`src/hdl/bsp_pkg.sv`:
```
// Constants, codes, states and carrier types of the broadband symbol path
// Functional notes
// - Pad-idle sent as alternating one/zero pattern
// - Received training reported as plain ones, zeros
// - Opening marker is N N 0 N N 0 0 0
// - Closing marker N N 1 N N 1 plus two status bits
// - Silence on receive input flags an error
// - Receive decoding inverts the transmit encoding
// - Mode follows mode line, alarm and fault
// - Reset pin is input unless commanded to drive
// - Overlong-transmit alarm stops all transmission
// - Power-stage-off output disables the RF amplifier
// - Gain-freeze output holds the receiver gain
// - Code outputs change on code clock rising edge
// - Amplitude inputs sampled on recovered clock falling edge
// - Mode line high is on-line, low is management
package bsp_pkg;

	// Core clock period
	localparam int CORE_CLK_PERIOD_NS = 8;

	// Length of the commanded reset pulse on the reset pin
	localparam int RESET_PULSE_NS = 800;
	localparam int RESET_PULSE_CYC = (RESET_PULSE_NS + CORE_CLK_PERIOD_NS - 1) / CORE_CLK_PERIOD_NS;

	// Run of identical received inputs that releases gain freeze
	localparam int SAME_RUN_LIMIT = 24;

	// Request symbol codes in on-line mode (bit 0 is don't care for the last three)
	localparam logic [2:0] REQ_ZERO = 3'h0;
	localparam logic [2:0] REQ_ONE = 3'h1;
	localparam logic [1:0] REQ_NONDATA_HI = 2'h2;
	localparam logic [1:0] REQ_PAD_HI = 2'h1;
	localparam logic [1:0] REQ_SILENCE_HI = 2'h3;

	// Management commands on the request lines
	localparam logic [2:0] CMD_RESET = 3'h7;
	localparam logic [2:0] CMD_LOOP_OFF = 3'h5;
	localparam logic [2:0] CMD_TX_ENABLE = 3'h3;
	localparam logic [1:0] CMD_SERIAL_HI = 2'h0;

	// Transmit code outputs with the precoder off
	localparam logic [1:0] TXC_ZERO = 2'h0;
	localparam logic [1:0] TXC_ONE = 2'h1;
	localparam logic [1:0] TXC_NONDATA = 2'h2;
	localparam logic [1:0] TXC_SILENCE = 2'h3;

	// Received amplitude codes
	localparam logic [1:0] AMP_ZERO = 2'h0;
	localparam logic [1:0] AMP_ONE = 2'h1;

	// Symbols handed to the protocol handler, same layout as requests
	localparam logic [2:0] IND_ZERO = 3'h0;
	localparam logic [2:0] IND_ONE = 3'h1;
	localparam logic [2:0] IND_SILENCE = 3'h6;
	localparam logic [1:0] IND_NONDATA_HI = 2'h2;

	// Synchroniser bit positions
	localparam int SY_REQ_CLK = 0;
	localparam int SY_REQ_LO = 1;
	localparam int SY_REC_CLK = 5;
	localparam int SY_AMP_LO = 6;
	localparam int SY_TX_CLK = 8;
	localparam int SY_ALARM = 9;
	localparam int SY_FAULT = 10;
	localparam int SY_ENERGY = 11;
	localparam int SY_RESET = 12;
	localparam int SY_WIDTH = 13;

	// Operating mode, Gray coded along offline, online, blocked
	typedef enum logic [1:0] {
		BSP_OFFLINE = 2'h0,
		BSP_ONLINE = 2'h1,
		BSP_TX_BLOCKED = 2'h3,
		BSP_FAULTED = 2'h2
	} bsp_mode_t;

	// Request channel: mode line and three symbol lines
	typedef struct packed {
		logic mgmt_mode_n;
		logic [2:0] symbol;
	} bsp_req_t;

	// Received amplitude pair
	typedef struct packed {
		logic bit_a;
		logic bit_b;
	} bsp_amp_t;

	// Modem status inputs
	typedef struct packed {
		logic overlong_alarm;
		logic modem_fault;
		logic rx_energy;
	} bsp_modem_t;

endpackage : bsp_pkg

```
`src/hdl/bsp_phy.sv`:
```
// Symbol encoder, decoder and modem management of the broadband symbol path
`timescale 1ns/1ps
module bsp_phy (
	// Core clock and reset
	input wire logic CORE_CLK,
	input wire logic RST,
	// Request channel from the protocol handler
	input wire logic REQUEST_CLK,
	input wire bsp_pkg::bsp_req_t REQ,
	// Indication channel to the protocol handler
	output logic [2:0] RX_SYMBOL,
	output logic RX_SYMBOL_STROBE,
	output logic MGMT_NAK,
	// RF transmitter
	input wire logic TX_CODE_CLK,
	output logic TX_CODE_BIT_A,
	output logic TX_CODE_BIT_B,
	output logic POWER_STAGE_OFF,
	// RF receiver
	input wire logic RECOVERED_CLK,
	input wire bsp_pkg::bsp_amp_t RX_AMP,
	output logic GAIN_FREEZE,
	output logic RX_SILENCE_ERR,
	// Modem status
	input wire bsp_pkg::bsp_modem_t MODEM,
	output logic [1:0] MODE_STATE,
	// Bidirectional reset pin
	input wire logic PHY_RESET_I,
	output logic PHY_RESET_O,
	output logic PHY_RESET_OE
);
	import bsp_pkg::*;

	// Whole state of the block
	typedef struct packed {
		logic prev_req_clk;
		logic prev_rec_clk;
		logic prev_tx_clk;
		logic [1:0] tx_pend;
		logic [1:0] tx_code;
		logic pad_phase;
		logic tx_en;
		logic pwr_off;
		bsp_mode_t mode;
		logic nak;
		logic [2:0] rx_sym;
		logic rx_strobe;
		logic rx_silence_err;
		logic gain_freeze;
		logic [15:0] hist;
		logic [1:0] last_amp;
		logic [4:0] run_cnt;
		logic rst_drive;
		logic [7:0] rst_cnt;
	} bsp_phy_st_t;

	bsp_phy_st_t st_ff;
	bsp_phy_st_t nxt_st;

	logic [SY_WIDTH-1:0] sy_in;
	logic [SY_WIDTH-1:0] sy;
	logic req_fall;
	logic rec_fall;
	logic tx_rise;
	logic int_rst;
	logic [2:0] req_sym;
	logic req_mode_n;
	logic [1:0] amp;
	logic alarm;
	logic fault;
	logic energy;
	logic [15:0] new_hist;
	logic [4:0] run_inc;
	logic [1:0] enc;

	// Marker match over eight received symbols, oldest at position 7
	function automatic logic marker_match(input logic [15:0] h, input logic closing);
		logic ok;
		ok = h[15] & h[13] & h[9] & h[7];
		ok = ok & ~h[11] & (h[10] == closing) & ~h[5] & (h[4] == closing);
		if (!closing) begin
			ok = ok & ~h[3] & ~h[2] & ~h[1] & ~h[0];
		end
		return ok;
	endfunction : marker_match

	// Translate a data-mode request into a transmit code
	function automatic logic [1:0] encode_req(input logic [2:0] s, input logic pad);
		logic [1:0] c;
		c = TXC_SILENCE;
		if (s == REQ_ZERO) begin
			c = TXC_ZERO;
		end else if (s == REQ_ONE) begin
			c = TXC_ONE;
		end else if (s[2:1] == REQ_NONDATA_HI) begin
			c = TXC_NONDATA;
		end else if (s[2:1] == REQ_PAD_HI) begin
			c = pad ? TXC_ONE : TXC_ZERO;
		end
		return c;
	endfunction : encode_req

	// All pin inputs except RST, link clocks included, pass two flops
	assign sy_in = {PHY_RESET_I, MODEM.rx_energy, MODEM.modem_fault, MODEM.overlong_alarm,
		TX_CODE_CLK, RX_AMP.bit_a, RX_AMP.bit_b, RECOVERED_CLK, REQ.mgmt_mode_n, REQ.symbol, REQUEST_CLK};

	bsp_sync #(
		.WIDTH(SY_WIDTH)
	) u_sync (
		.clk(CORE_CLK),
		.rst(RST),
		.async_in(sy_in),
		.sync_out(sy)
	);

	// Named views of the synchronised inputs
	assign req_sym = sy[SY_REQ_LO +: 3];
	assign req_mode_n = sy[SY_REQ_LO + 3];
	assign amp = sy[SY_AMP_LO +: 2];
	assign alarm = sy[SY_ALARM];
	assign fault = sy[SY_FAULT];
	assign energy = sy[SY_ENERGY];

	// Edges of the sampled link clocks
	assign req_fall = st_ff.prev_req_clk & ~sy[SY_REQ_CLK];
	assign rec_fall = st_ff.prev_rec_clk & ~sy[SY_REC_CLK];
	assign tx_rise = ~st_ff.prev_tx_clk & sy[SY_TX_CLK];

	// Pin reset counts only while we are not the driver
	assign int_rst = RST | (sy[SY_RESET] & ~st_ff.rst_drive);

	// Receive history shift and same-input run count
	assign new_hist = {st_ff.hist[13:0], amp[1], amp[1] ? amp[0] : (amp == AMP_ONE)};
	assign run_inc = st_ff.run_cnt + 5'h1;
	assign enc = encode_req(req_sym, st_ff.pad_phase);

	// Next-state logic
	always_comb begin
		nxt_st = st_ff;
		nxt_st.prev_req_clk = sy[SY_REQ_CLK];
		nxt_st.prev_rec_clk = sy[SY_REC_CLK];
		nxt_st.prev_tx_clk = sy[SY_TX_CLK];
		nxt_st.rx_strobe = 1'b0;

		// Operating mode from alarm, fault and mode line
		if (alarm) begin
			nxt_st.mode = BSP_TX_BLOCKED;
		end else if (fault) begin
			nxt_st.mode = BSP_FAULTED;
		end else if (req_mode_n) begin
			nxt_st.mode = BSP_ONLINE;
		end else begin
			nxt_st.mode = BSP_OFFLINE;
		end

		// Request channel sampled mid bit, away from the handler's edge
		if (req_fall) begin
			if (req_mode_n) begin
				nxt_st.tx_pend = enc;
				if (req_sym[2:1] == REQ_PAD_HI) begin
					nxt_st.pad_phase = ~st_ff.pad_phase;
				end else begin
					nxt_st.pad_phase = 1'b0;
				end
			end else begin
				nxt_st.tx_pend = TXC_SILENCE;
				nxt_st.nak = 1'b0;
				if (req_sym == CMD_RESET) begin
					nxt_st.rst_drive = 1'b1;
					nxt_st.rst_cnt = 8'(RESET_PULSE_CYC);
					nxt_st.tx_en = 1'b0;
				end else if (req_sym == CMD_TX_ENABLE) begin
					nxt_st.tx_en = 1'b1;
				end else if (req_sym == CMD_LOOP_OFF || req_sym[2:1] == CMD_SERIAL_HI) begin
					nxt_st.nak = 1'b0;
				end else begin
					nxt_st.nak = 1'b1;
				end
			end
		end

		// Commanded reset pulse on the pin
		if (st_ff.rst_drive) begin
			if (st_ff.rst_cnt == 8'h00) begin
				nxt_st.rst_drive = 1'b0;
			end else begin
				nxt_st.rst_cnt = st_ff.rst_cnt - 8'h01;
			end
		end

		// Power stage gate: on-line, enabled and no alarm
		nxt_st.pwr_off = alarm | ~st_ff.tx_en | (st_ff.mode != BSP_ONLINE);

		// Stage off or alarm silences at once, otherwise codes move on the code clock rise
		if (st_ff.pwr_off || alarm) begin
			nxt_st.tx_code = TXC_SILENCE;
		end else if (tx_rise) begin
			nxt_st.tx_code = st_ff.tx_pend;
		end

		// Receive decoding on the recovered clock falling edge
		if (rec_fall) begin
			nxt_st.rx_strobe = 1'b1;
			nxt_st.hist = new_hist;
			nxt_st.last_amp = amp;
			if (!energy) begin
				nxt_st.rx_sym = IND_SILENCE;
				nxt_st.rx_silence_err = 1'b1;
			end else if (amp == AMP_ZERO) begin
				nxt_st.rx_sym = IND_ZERO;
			end else if (amp == AMP_ONE) begin
				nxt_st.rx_sym = IND_ONE;
			end else begin
				nxt_st.rx_sym = {IND_NONDATA_HI, amp[0]};
			end
			if (amp == st_ff.last_amp) begin
				nxt_st.run_cnt = (st_ff.run_cnt == 5'(SAME_RUN_LIMIT)) ? st_ff.run_cnt : run_inc;
			end else begin
				nxt_st.run_cnt = 5'h1;
			end
			// Gain freeze from opening marker to closing marker or long run
			if (marker_match(new_hist, 1'b0)) begin
				nxt_st.gain_freeze = 1'b1;
			end else if (marker_match(new_hist, 1'b1)) begin
				nxt_st.gain_freeze = 1'b0;
			end else if (nxt_st.run_cnt == 5'(SAME_RUN_LIMIT)) begin
				nxt_st.gain_freeze = 1'b0;
			end
		end else if (energy) begin
			nxt_st.rx_silence_err = 1'b0;
		end
		if (!energy) begin
			nxt_st.gain_freeze = 1'b0;
		end
	end

	// Register the state
	always_ff @(posedge CORE_CLK) begin
		if (int_rst) begin
			st_ff <= '{
				prev_req_clk: 1'b0,
				prev_rec_clk: 1'b0,
				prev_tx_clk: 1'b1, // No false rise when the code clock is high at release of a pin reset
				tx_pend: TXC_SILENCE,
				tx_code: TXC_SILENCE,
				pad_phase: 1'b0,
				tx_en: 1'b0,
				pwr_off: 1'b1,
				mode: BSP_OFFLINE,
				nak: 1'b0,
				rx_sym: IND_SILENCE,
				rx_strobe: 1'b0,
				rx_silence_err: 1'b0,
				gain_freeze: 1'b0,
				hist: 16'h0000,
				last_amp: AMP_ZERO,
				run_cnt: 5'h00,
				rst_drive: 1'b0,
				rst_cnt: 8'h00
			};
		end else begin
			st_ff <= nxt_st;
		end
	end

	// Outputs straight from the state register
	assign TX_CODE_BIT_A = st_ff.tx_code[1];
	assign TX_CODE_BIT_B = st_ff.tx_code[0];
	assign POWER_STAGE_OFF = st_ff.pwr_off;
	assign RX_SYMBOL = st_ff.rx_sym;
	assign RX_SYMBOL_STROBE = st_ff.rx_strobe;
	assign MGMT_NAK = st_ff.nak;
	assign GAIN_FREEZE = st_ff.gain_freeze;
	assign RX_SILENCE_ERR = st_ff.rx_silence_err;
	assign MODE_STATE = st_ff.mode;
	assign PHY_RESET_O = st_ff.rst_drive;
	assign PHY_RESET_OE = st_ff.rst_drive;

endmodule : bsp_phy

```
`src/hdl/bsp_sync.sv`:
```
// Two-flop synchroniser bank for inputs from outside the core clock domain
`timescale 1ns/1ps
module bsp_sync #(
	parameter int WIDTH = 1
) (
	// Clock and reset
	input wire logic clk,
	input wire logic rst,
	// Asynchronous inputs and their synchronised copies
	input wire logic [WIDTH-1:0] async_in,
	output logic [WIDTH-1:0] sync_out
);

	// Both stages of every bit
	typedef struct packed {
		logic [WIDTH-1:0] meta;
		logic [WIDTH-1:0] stable;
	} bsp_sync_st_t;

	bsp_sync_st_t st_ff;
	bsp_sync_st_t nxt_st;

	// First stage feeds only the second
	always_comb begin
		nxt_st = st_ff;
		nxt_st.meta = async_in;
		nxt_st.stable = st_ff.meta;
	end

	// Register both stages
	always_ff @(posedge clk) begin
		if (rst) begin
			st_ff <= '0;
		end else begin
			st_ff <= nxt_st;
		end
	end

	assign sync_out = st_ff.stable;

endmodule : bsp_sync

```
`config.mk`:
```
export PLATFORM = sky130hd
export DESIGN_NAME = bsp_phy
export DESIGN_NICKNAME = d
export VERILOG_FILES = /design/src/hdl/bsp_pkg.sv /design/src/hdl/bsp_phy.sv /design/src/hdl/bsp_sync.sv
export SDC_FILE = /design/constraint.sdc
export NUM_CORES = 1
export LEC_CHECK = 0
export BUFFER_PORTS_ARGS = -buffer_cell sky130_fd_sc_hd__buf_4
export CAP_MARGIN = 20
export CORE_MARGIN = 4
export CORE_UTILIZATION = 54
export CTS_BUF_LIST = sky130_fd_sc_hd__clkbuf_2 sky130_fd_sc_hd__clkbuf_4 sky130_fd_sc_hd__clkbuf_8
export CTS_CLUSTER_DIAMETER = 120
export DETAILED_ROUTE_END_ITERATION = 6
export PLACE_DENSITY = 0.88
export SYNTH_ARGS = -nofsm -noshare
export SYNTH_HDL_FRONTEND = slang
export SYNTH_SLANG_ARGS = --single-unit
```
`constraint.sdc`:
```
create_clock -name CORE_CLK -period 1.45 [get_ports CORE_CLK]
set_input_delay 0.29 -clock CORE_CLK [delete_from_list [all_inputs] [get_ports CORE_CLK]]
set_output_delay 0.29 -clock CORE_CLK [all_outputs]
set_load 0.01 [all_outputs]
```
Word-level counts from Yosys, hierarchy flattened
Cells that the tools add are included.
- register bits after elaboration: 75
- output and inout bits: 14
- word-level logic and storage cells: 124
- add/sub/neg operators: 2
- equality and inequality tests: 12
- multiplexer cells: 36
- bitwise operators: 37
- reductions and logical operators: 16
- operator list (operator ; number):
    two-way mux 9 bit ; 4
    AND 1 bit ; 18
    two-way mux 1 bit ; 18
    inverter 1 bit ; 16
    two-way mux 5 bit ; 3
    two-way mux 2 bit ; 7
    == test 5 bit, second input constant ; 2
    two-way mux 3 bit ; 3
    logical NOT 8 bit ; 1
    two-way mux 8 bit ; 1
    AND reduction 2 bit ; 4
    subtractor 8 x 1 -> 8 bit, second input constant ; 1
    == test 3 bit, second input constant ; 2
    adder 5 x 1 -> 5 bit, second input constant ; 1
    == test 2 x 1 -> 1 bit, second input constant ; 2
    logical NOT 2 bit ; 2
    nonzero test 2 bit ; 2
    OR reduction 2 bit ; 2
    == test 3 x 1 -> 1 bit, second input constant ; 1
    == test 3 x 2 -> 1 bit, second input constant ; 1
    logical NOT 3 bit ; 1
    bitwise OR 1 bit ; 3
    AND reduction 3 bit ; 1
    nonzero test 3 bit ; 1
    other kinds (5) ; 6

Longest topological paths before layout
- word-level depth: 14
- mapped depth: 6

Modules after synthesis
From an unflattened synthesis, not the netlist that was laid out.
- cell total of the unflattened synthesis: 300
- area total of the unflattened synthesis: 2775.2 µm²
- modules (own cells, without submodules) (module ; times used ; cells an instance ; area an instance (µm²) ; seq. area each (µm²)):
    bsp_phy ; 1 ; 246 ; 2074.5 ; 920.9
    bsp_sync ; 1 ; 54 ; 700.7 ; 520.5

Worst setup path after synthesis
No wires, ideal clock.
- path kind: reg-to-reg
- start: register st_ff[0] (netlist name)
- end: register st_ff[2] (netlist name)
- library setup time: 0.119 ns
- data arrival time: 1.447 ns
- data required time: 1.331 ns
- path slack: -0.115 ns
- cell stages (with the launch flop): 7
- path buffers: 0
- period minus slack after synthesis: 1.565 ns
- path through: dfxtp_1 inv_1 ha_1 nor4b_2 a21o_4 nand2_1 o221a_1
- cells in the longest elaborated chain, start to end: 3
- ends and longest elaborated chain (what ; line ; source):
    start: declaration ; bsp_phy.sv:57 ; bsp_phy_st_t st_ff;
    start signal: assignment ; bsp_phy.sv:240 ; st_ff <= '{
    start signal: assignment ; bsp_phy.sv:262 ; st_ff <= nxt_st;
    subtractor 8 x 1 -> 8 bit / logical NOT 8 bit (equally long branches) ; bsp_phy.sv:187, bsp_phy.sv:184 ;
    two-way mux 8 bit (*) ; bsp_phy.sv:184 ; if (st_ff.rst_cnt == 8'h00) begin
    two-way mux 9 bit (*) ; bsp_phy.sv:183 ; if (st_ff.rst_drive) begin
Mark *: on every way between the ends. The rest lies on a longest branch, timed or not.
A chain may end at the register's enable or synchronous reset.

Worst setup path in the final report
- start: register st_ff[0] (netlist name)
- end: register st_ff[7] (netlist name)
The elaborated chain is that of the path after synthesis.

==> reports/results.ini <==
[timing]
setup_viol = 5
tightest_slew_ns = 0.342
drv_slew = 0
layout_setup_ws_ns = -0.0907
skew_ns = 0.00567
rsz0062_at_grt = yes
hold_viol = 0
setup_tns_ns = -0.183
fin_crit_sh_pct = 106
fmax_mhz = 649
period_needed_ns = 1.54
maxSlewHeadroom_pct = 77.1

[final_layout]
multi_input_area_sq_mm = 0.00138
final_cell_mix = dfxtp_1 (67), buf_4 (49), nand2_1 (36)
final_area_sq_mm = 0.00358
area_growth_syn_to_layout_pct = 28.1
fill_cells = 328
diodes = 0
num-nets-final = 361
register_area_sq_mm = 0.00145
drive_above_1_share_pct = 30.0
final_common_cell = dfxtp_1
final_cells = 414
fin_util_pct = 73.8

[power_and_ir_drop]
vdd_ir_drop_max_uv = 1320
power.total_mw = 3.99
power_leakage_nw = 1.39
pwr_density_cell_mw_per_mm2 = 1110

[drt]
drc = 0
vias = 2195
wl_per_cell_um = 14.4
dr.pass1.iters = 4
drt-total-wl_mm = 5.95
drt_iter0_markers = 88
drt.antenna.violating_nets = 0
vias_per_cell = 5.30

[yosys]
synth_edf_count = 0
synth-seq-cells = 72
syn_nets = 316
synth.avg_cell_area_sq_um = 9.37
synth_flop_cell = dfxtp_1
synthDistinctLibCells = 50
synthCells = 298
yosysSeqAreaShare_pct = 51.6
ys_async_sr_fraction_pct = 0
yosysWarningCount = 0
synth_area_sq_mm = 0.00279

[outcome]
status = finished with violations
violations = negative setup slack

[clocking]
cts_buffers = 9
root_buffer = clkbuf_8
htree_levels = 3
clk_pin_slew_ns = 0.07
cts_tree = done
clock_latency_ns = 0.34
clockBufferDepth = 2
cts_sinks = 72
postCtsHoldBufs = 0

[worst_setup_path]
crit_chain = or4_4 -> nor4_4 -> mux2i_1 -> o31ai_2
worstSetupPathType = reg -> reg
max_stage_delay_ns = 0.59
required_ns = 1.68
r2r_start = st_ff[0]
worstSetupStartpointType = register
cp_slowest_cell = or4_4
arrival_ns = 1.77
r2r_cells = 4
crit_start = st_ff[0]
r2r-end = st_ff[7]
r2r_setup_slack_ns = -0.09
critical_path.endpoint_type = register
path_max_fanout = 4

[placement]
portBuffers = 28
gp_congestion = 0.848
dpl.hpwl_mm = 3.75
placed_area_sq_mm = 0.00319
dpl.cell_count = 394

[floorplanning]
core_sq_mm = 0.00485
fp.dieW_um = 79.9
die_area_sq_mm = 0.00638
ios = 29
num_rows = 25
die_y_um = 79.9
start_util_pct = 57.6

[hold_path]
min_path_type = in -> reg
min_to = u_sync.nxt_st[10]
hold_depth = 2
hp-start = MODEM[1]

[job]
drv_cap = 0

[global_route]
grt_usage_pct = 19.7
grt_pass1_wl_mm = 9.56
grt_pass1_vias = 2106
grt_overflow = 0
grt_max_degree = 28
antenna_found_initial = 0

## kinds of logic after synthesis
logic type,count (synthesis),synth area share (%)
simple gates,131,25.8
xor+xnor,9,2.82
flops,72,51.6
buf+inv,25,4.17
mux,4,1.48
fa+ha+maj,3,1.34
compound gates,54,12.7
## state kept, by name, summed over array words and instances, names as in the netlist
register          cells
u_sync.sync_out      13
u_sync.nxt_st        13
PHY_RESET_O           1
TX_CODE_BIT_B         1
st_ff                21
MGMT_NAK              1
TX_CODE_BIT_A         1
RX_SILENCE_ERR        1
GAIN_FREEZE           1
POWER_STAGE_OFF       1
RX_SYMBOL_STROBE      1
MODE_STATE            2
RX_SYMBOL             3
new_hist             12
## area by class of cell
| cell class | count | area share (%) |
|---|---|---|
| Sequential cell | 72 | 40.5 |
| Multi-Input combinational cell | 201 | 38.6 |
| Timing Repair Buffer | 52 | 11.5 |
| Clock buffer | 12 | 4.44 |
| Tap cell | 67 | 2.34 |
| Clock inverter | 3 | 1.82 |
| Inverter | 7 | 0.735 |
## stage by stage
stage / setup WS (ns) / hold WS [ns]
global route: -0.126 / 0.147
CTS: -0.0812 / 0.143
finish: -0.0907 / 0.153
global placement: -0.0299 / 0.416
floorplan: -0.0150 / 0.402
detailed placement: -0.0774 / 0.419
## critical path, delay by kind of cell, from the launching register on
| kind | cells | cell delay (ns) |
|---|---|---|
| mux | 1 | 0.26 |
| flops | 1 | 0.34 |
| simple gates | 2 | 0.76 |
| compound gates | 1 | 0.07 |
## cell usage after synthesis (all sizes together), types with 2 or more instances
master   n  area, sq um
dfxtp   72         1440
nor4     3         33.8
and4b    2         20.0
a211oi   2         15.0
o31ai    3         27.5
mux2i    3         30.0
clkbuf  11         41.3
nand3    8         40.0
and2     4         25.0
nand4    2         12.5
a21oi   26          130
or4      3         26.3
a311oi   2         17.5
inv      7         26.3
o21a     2         15.0
ha       3         37.5
a21o     3         31.3
nor3     4         20.0
nand2b   6         37.5
nand4b   2         17.5
o221a    2         22.5
buf      7         48.8
o21ai    7         35.0
nor2b   32          200
xor2     4         35.0
nand2   38          143
xnor2    5         43.8
nand3b   2         15.0
nor2    17         63.8
and3     3         18.8
## per-layer routing
metal | vias up | global-route usage (%) | wire length (um)
li1 | 1105 | - | -
met1 | 1014 | 22.8 | 2540
met2 | 60 | 32.7 | 2940
met3 | 16 | 6.32 | 309
met4 | 0 | 9.29 | 151
met5 | - | 0 | 0
## worst max path at each step
| stage | end | slack, ns |
|---|---|---|
| after floorplan | st_ff[7] | -0.01 |
| after global placement | st_ff[7] | -0.03 |
| after detailed placement | st_ff[7] | -0.08 |
| after CTS | st_ff[7] | -0.08 |
| after global routing | st_ff[7] | -0.13 |
| final | st_ff[7] | -0.09 |
## report_power, final
part	switching (mW)	internal, mW	total, mW
sequential	0.0256	2.02	2.05
combinational	0.0851	0.0857	0.171
clock	0.700	1.07	1.77
total	0.811	3.18	3.99
## what timing repair did
| item | in CTS | in global routing |
|---|---|---|
| setup buffers | 2 | 3 |
| resized for setup | 7 | 23 |
| pin swaps | 4 | 10 |
| setup endpoints to repair | 10 | 11 |
No activity file was read; power rests on OpenSTA's default activity.
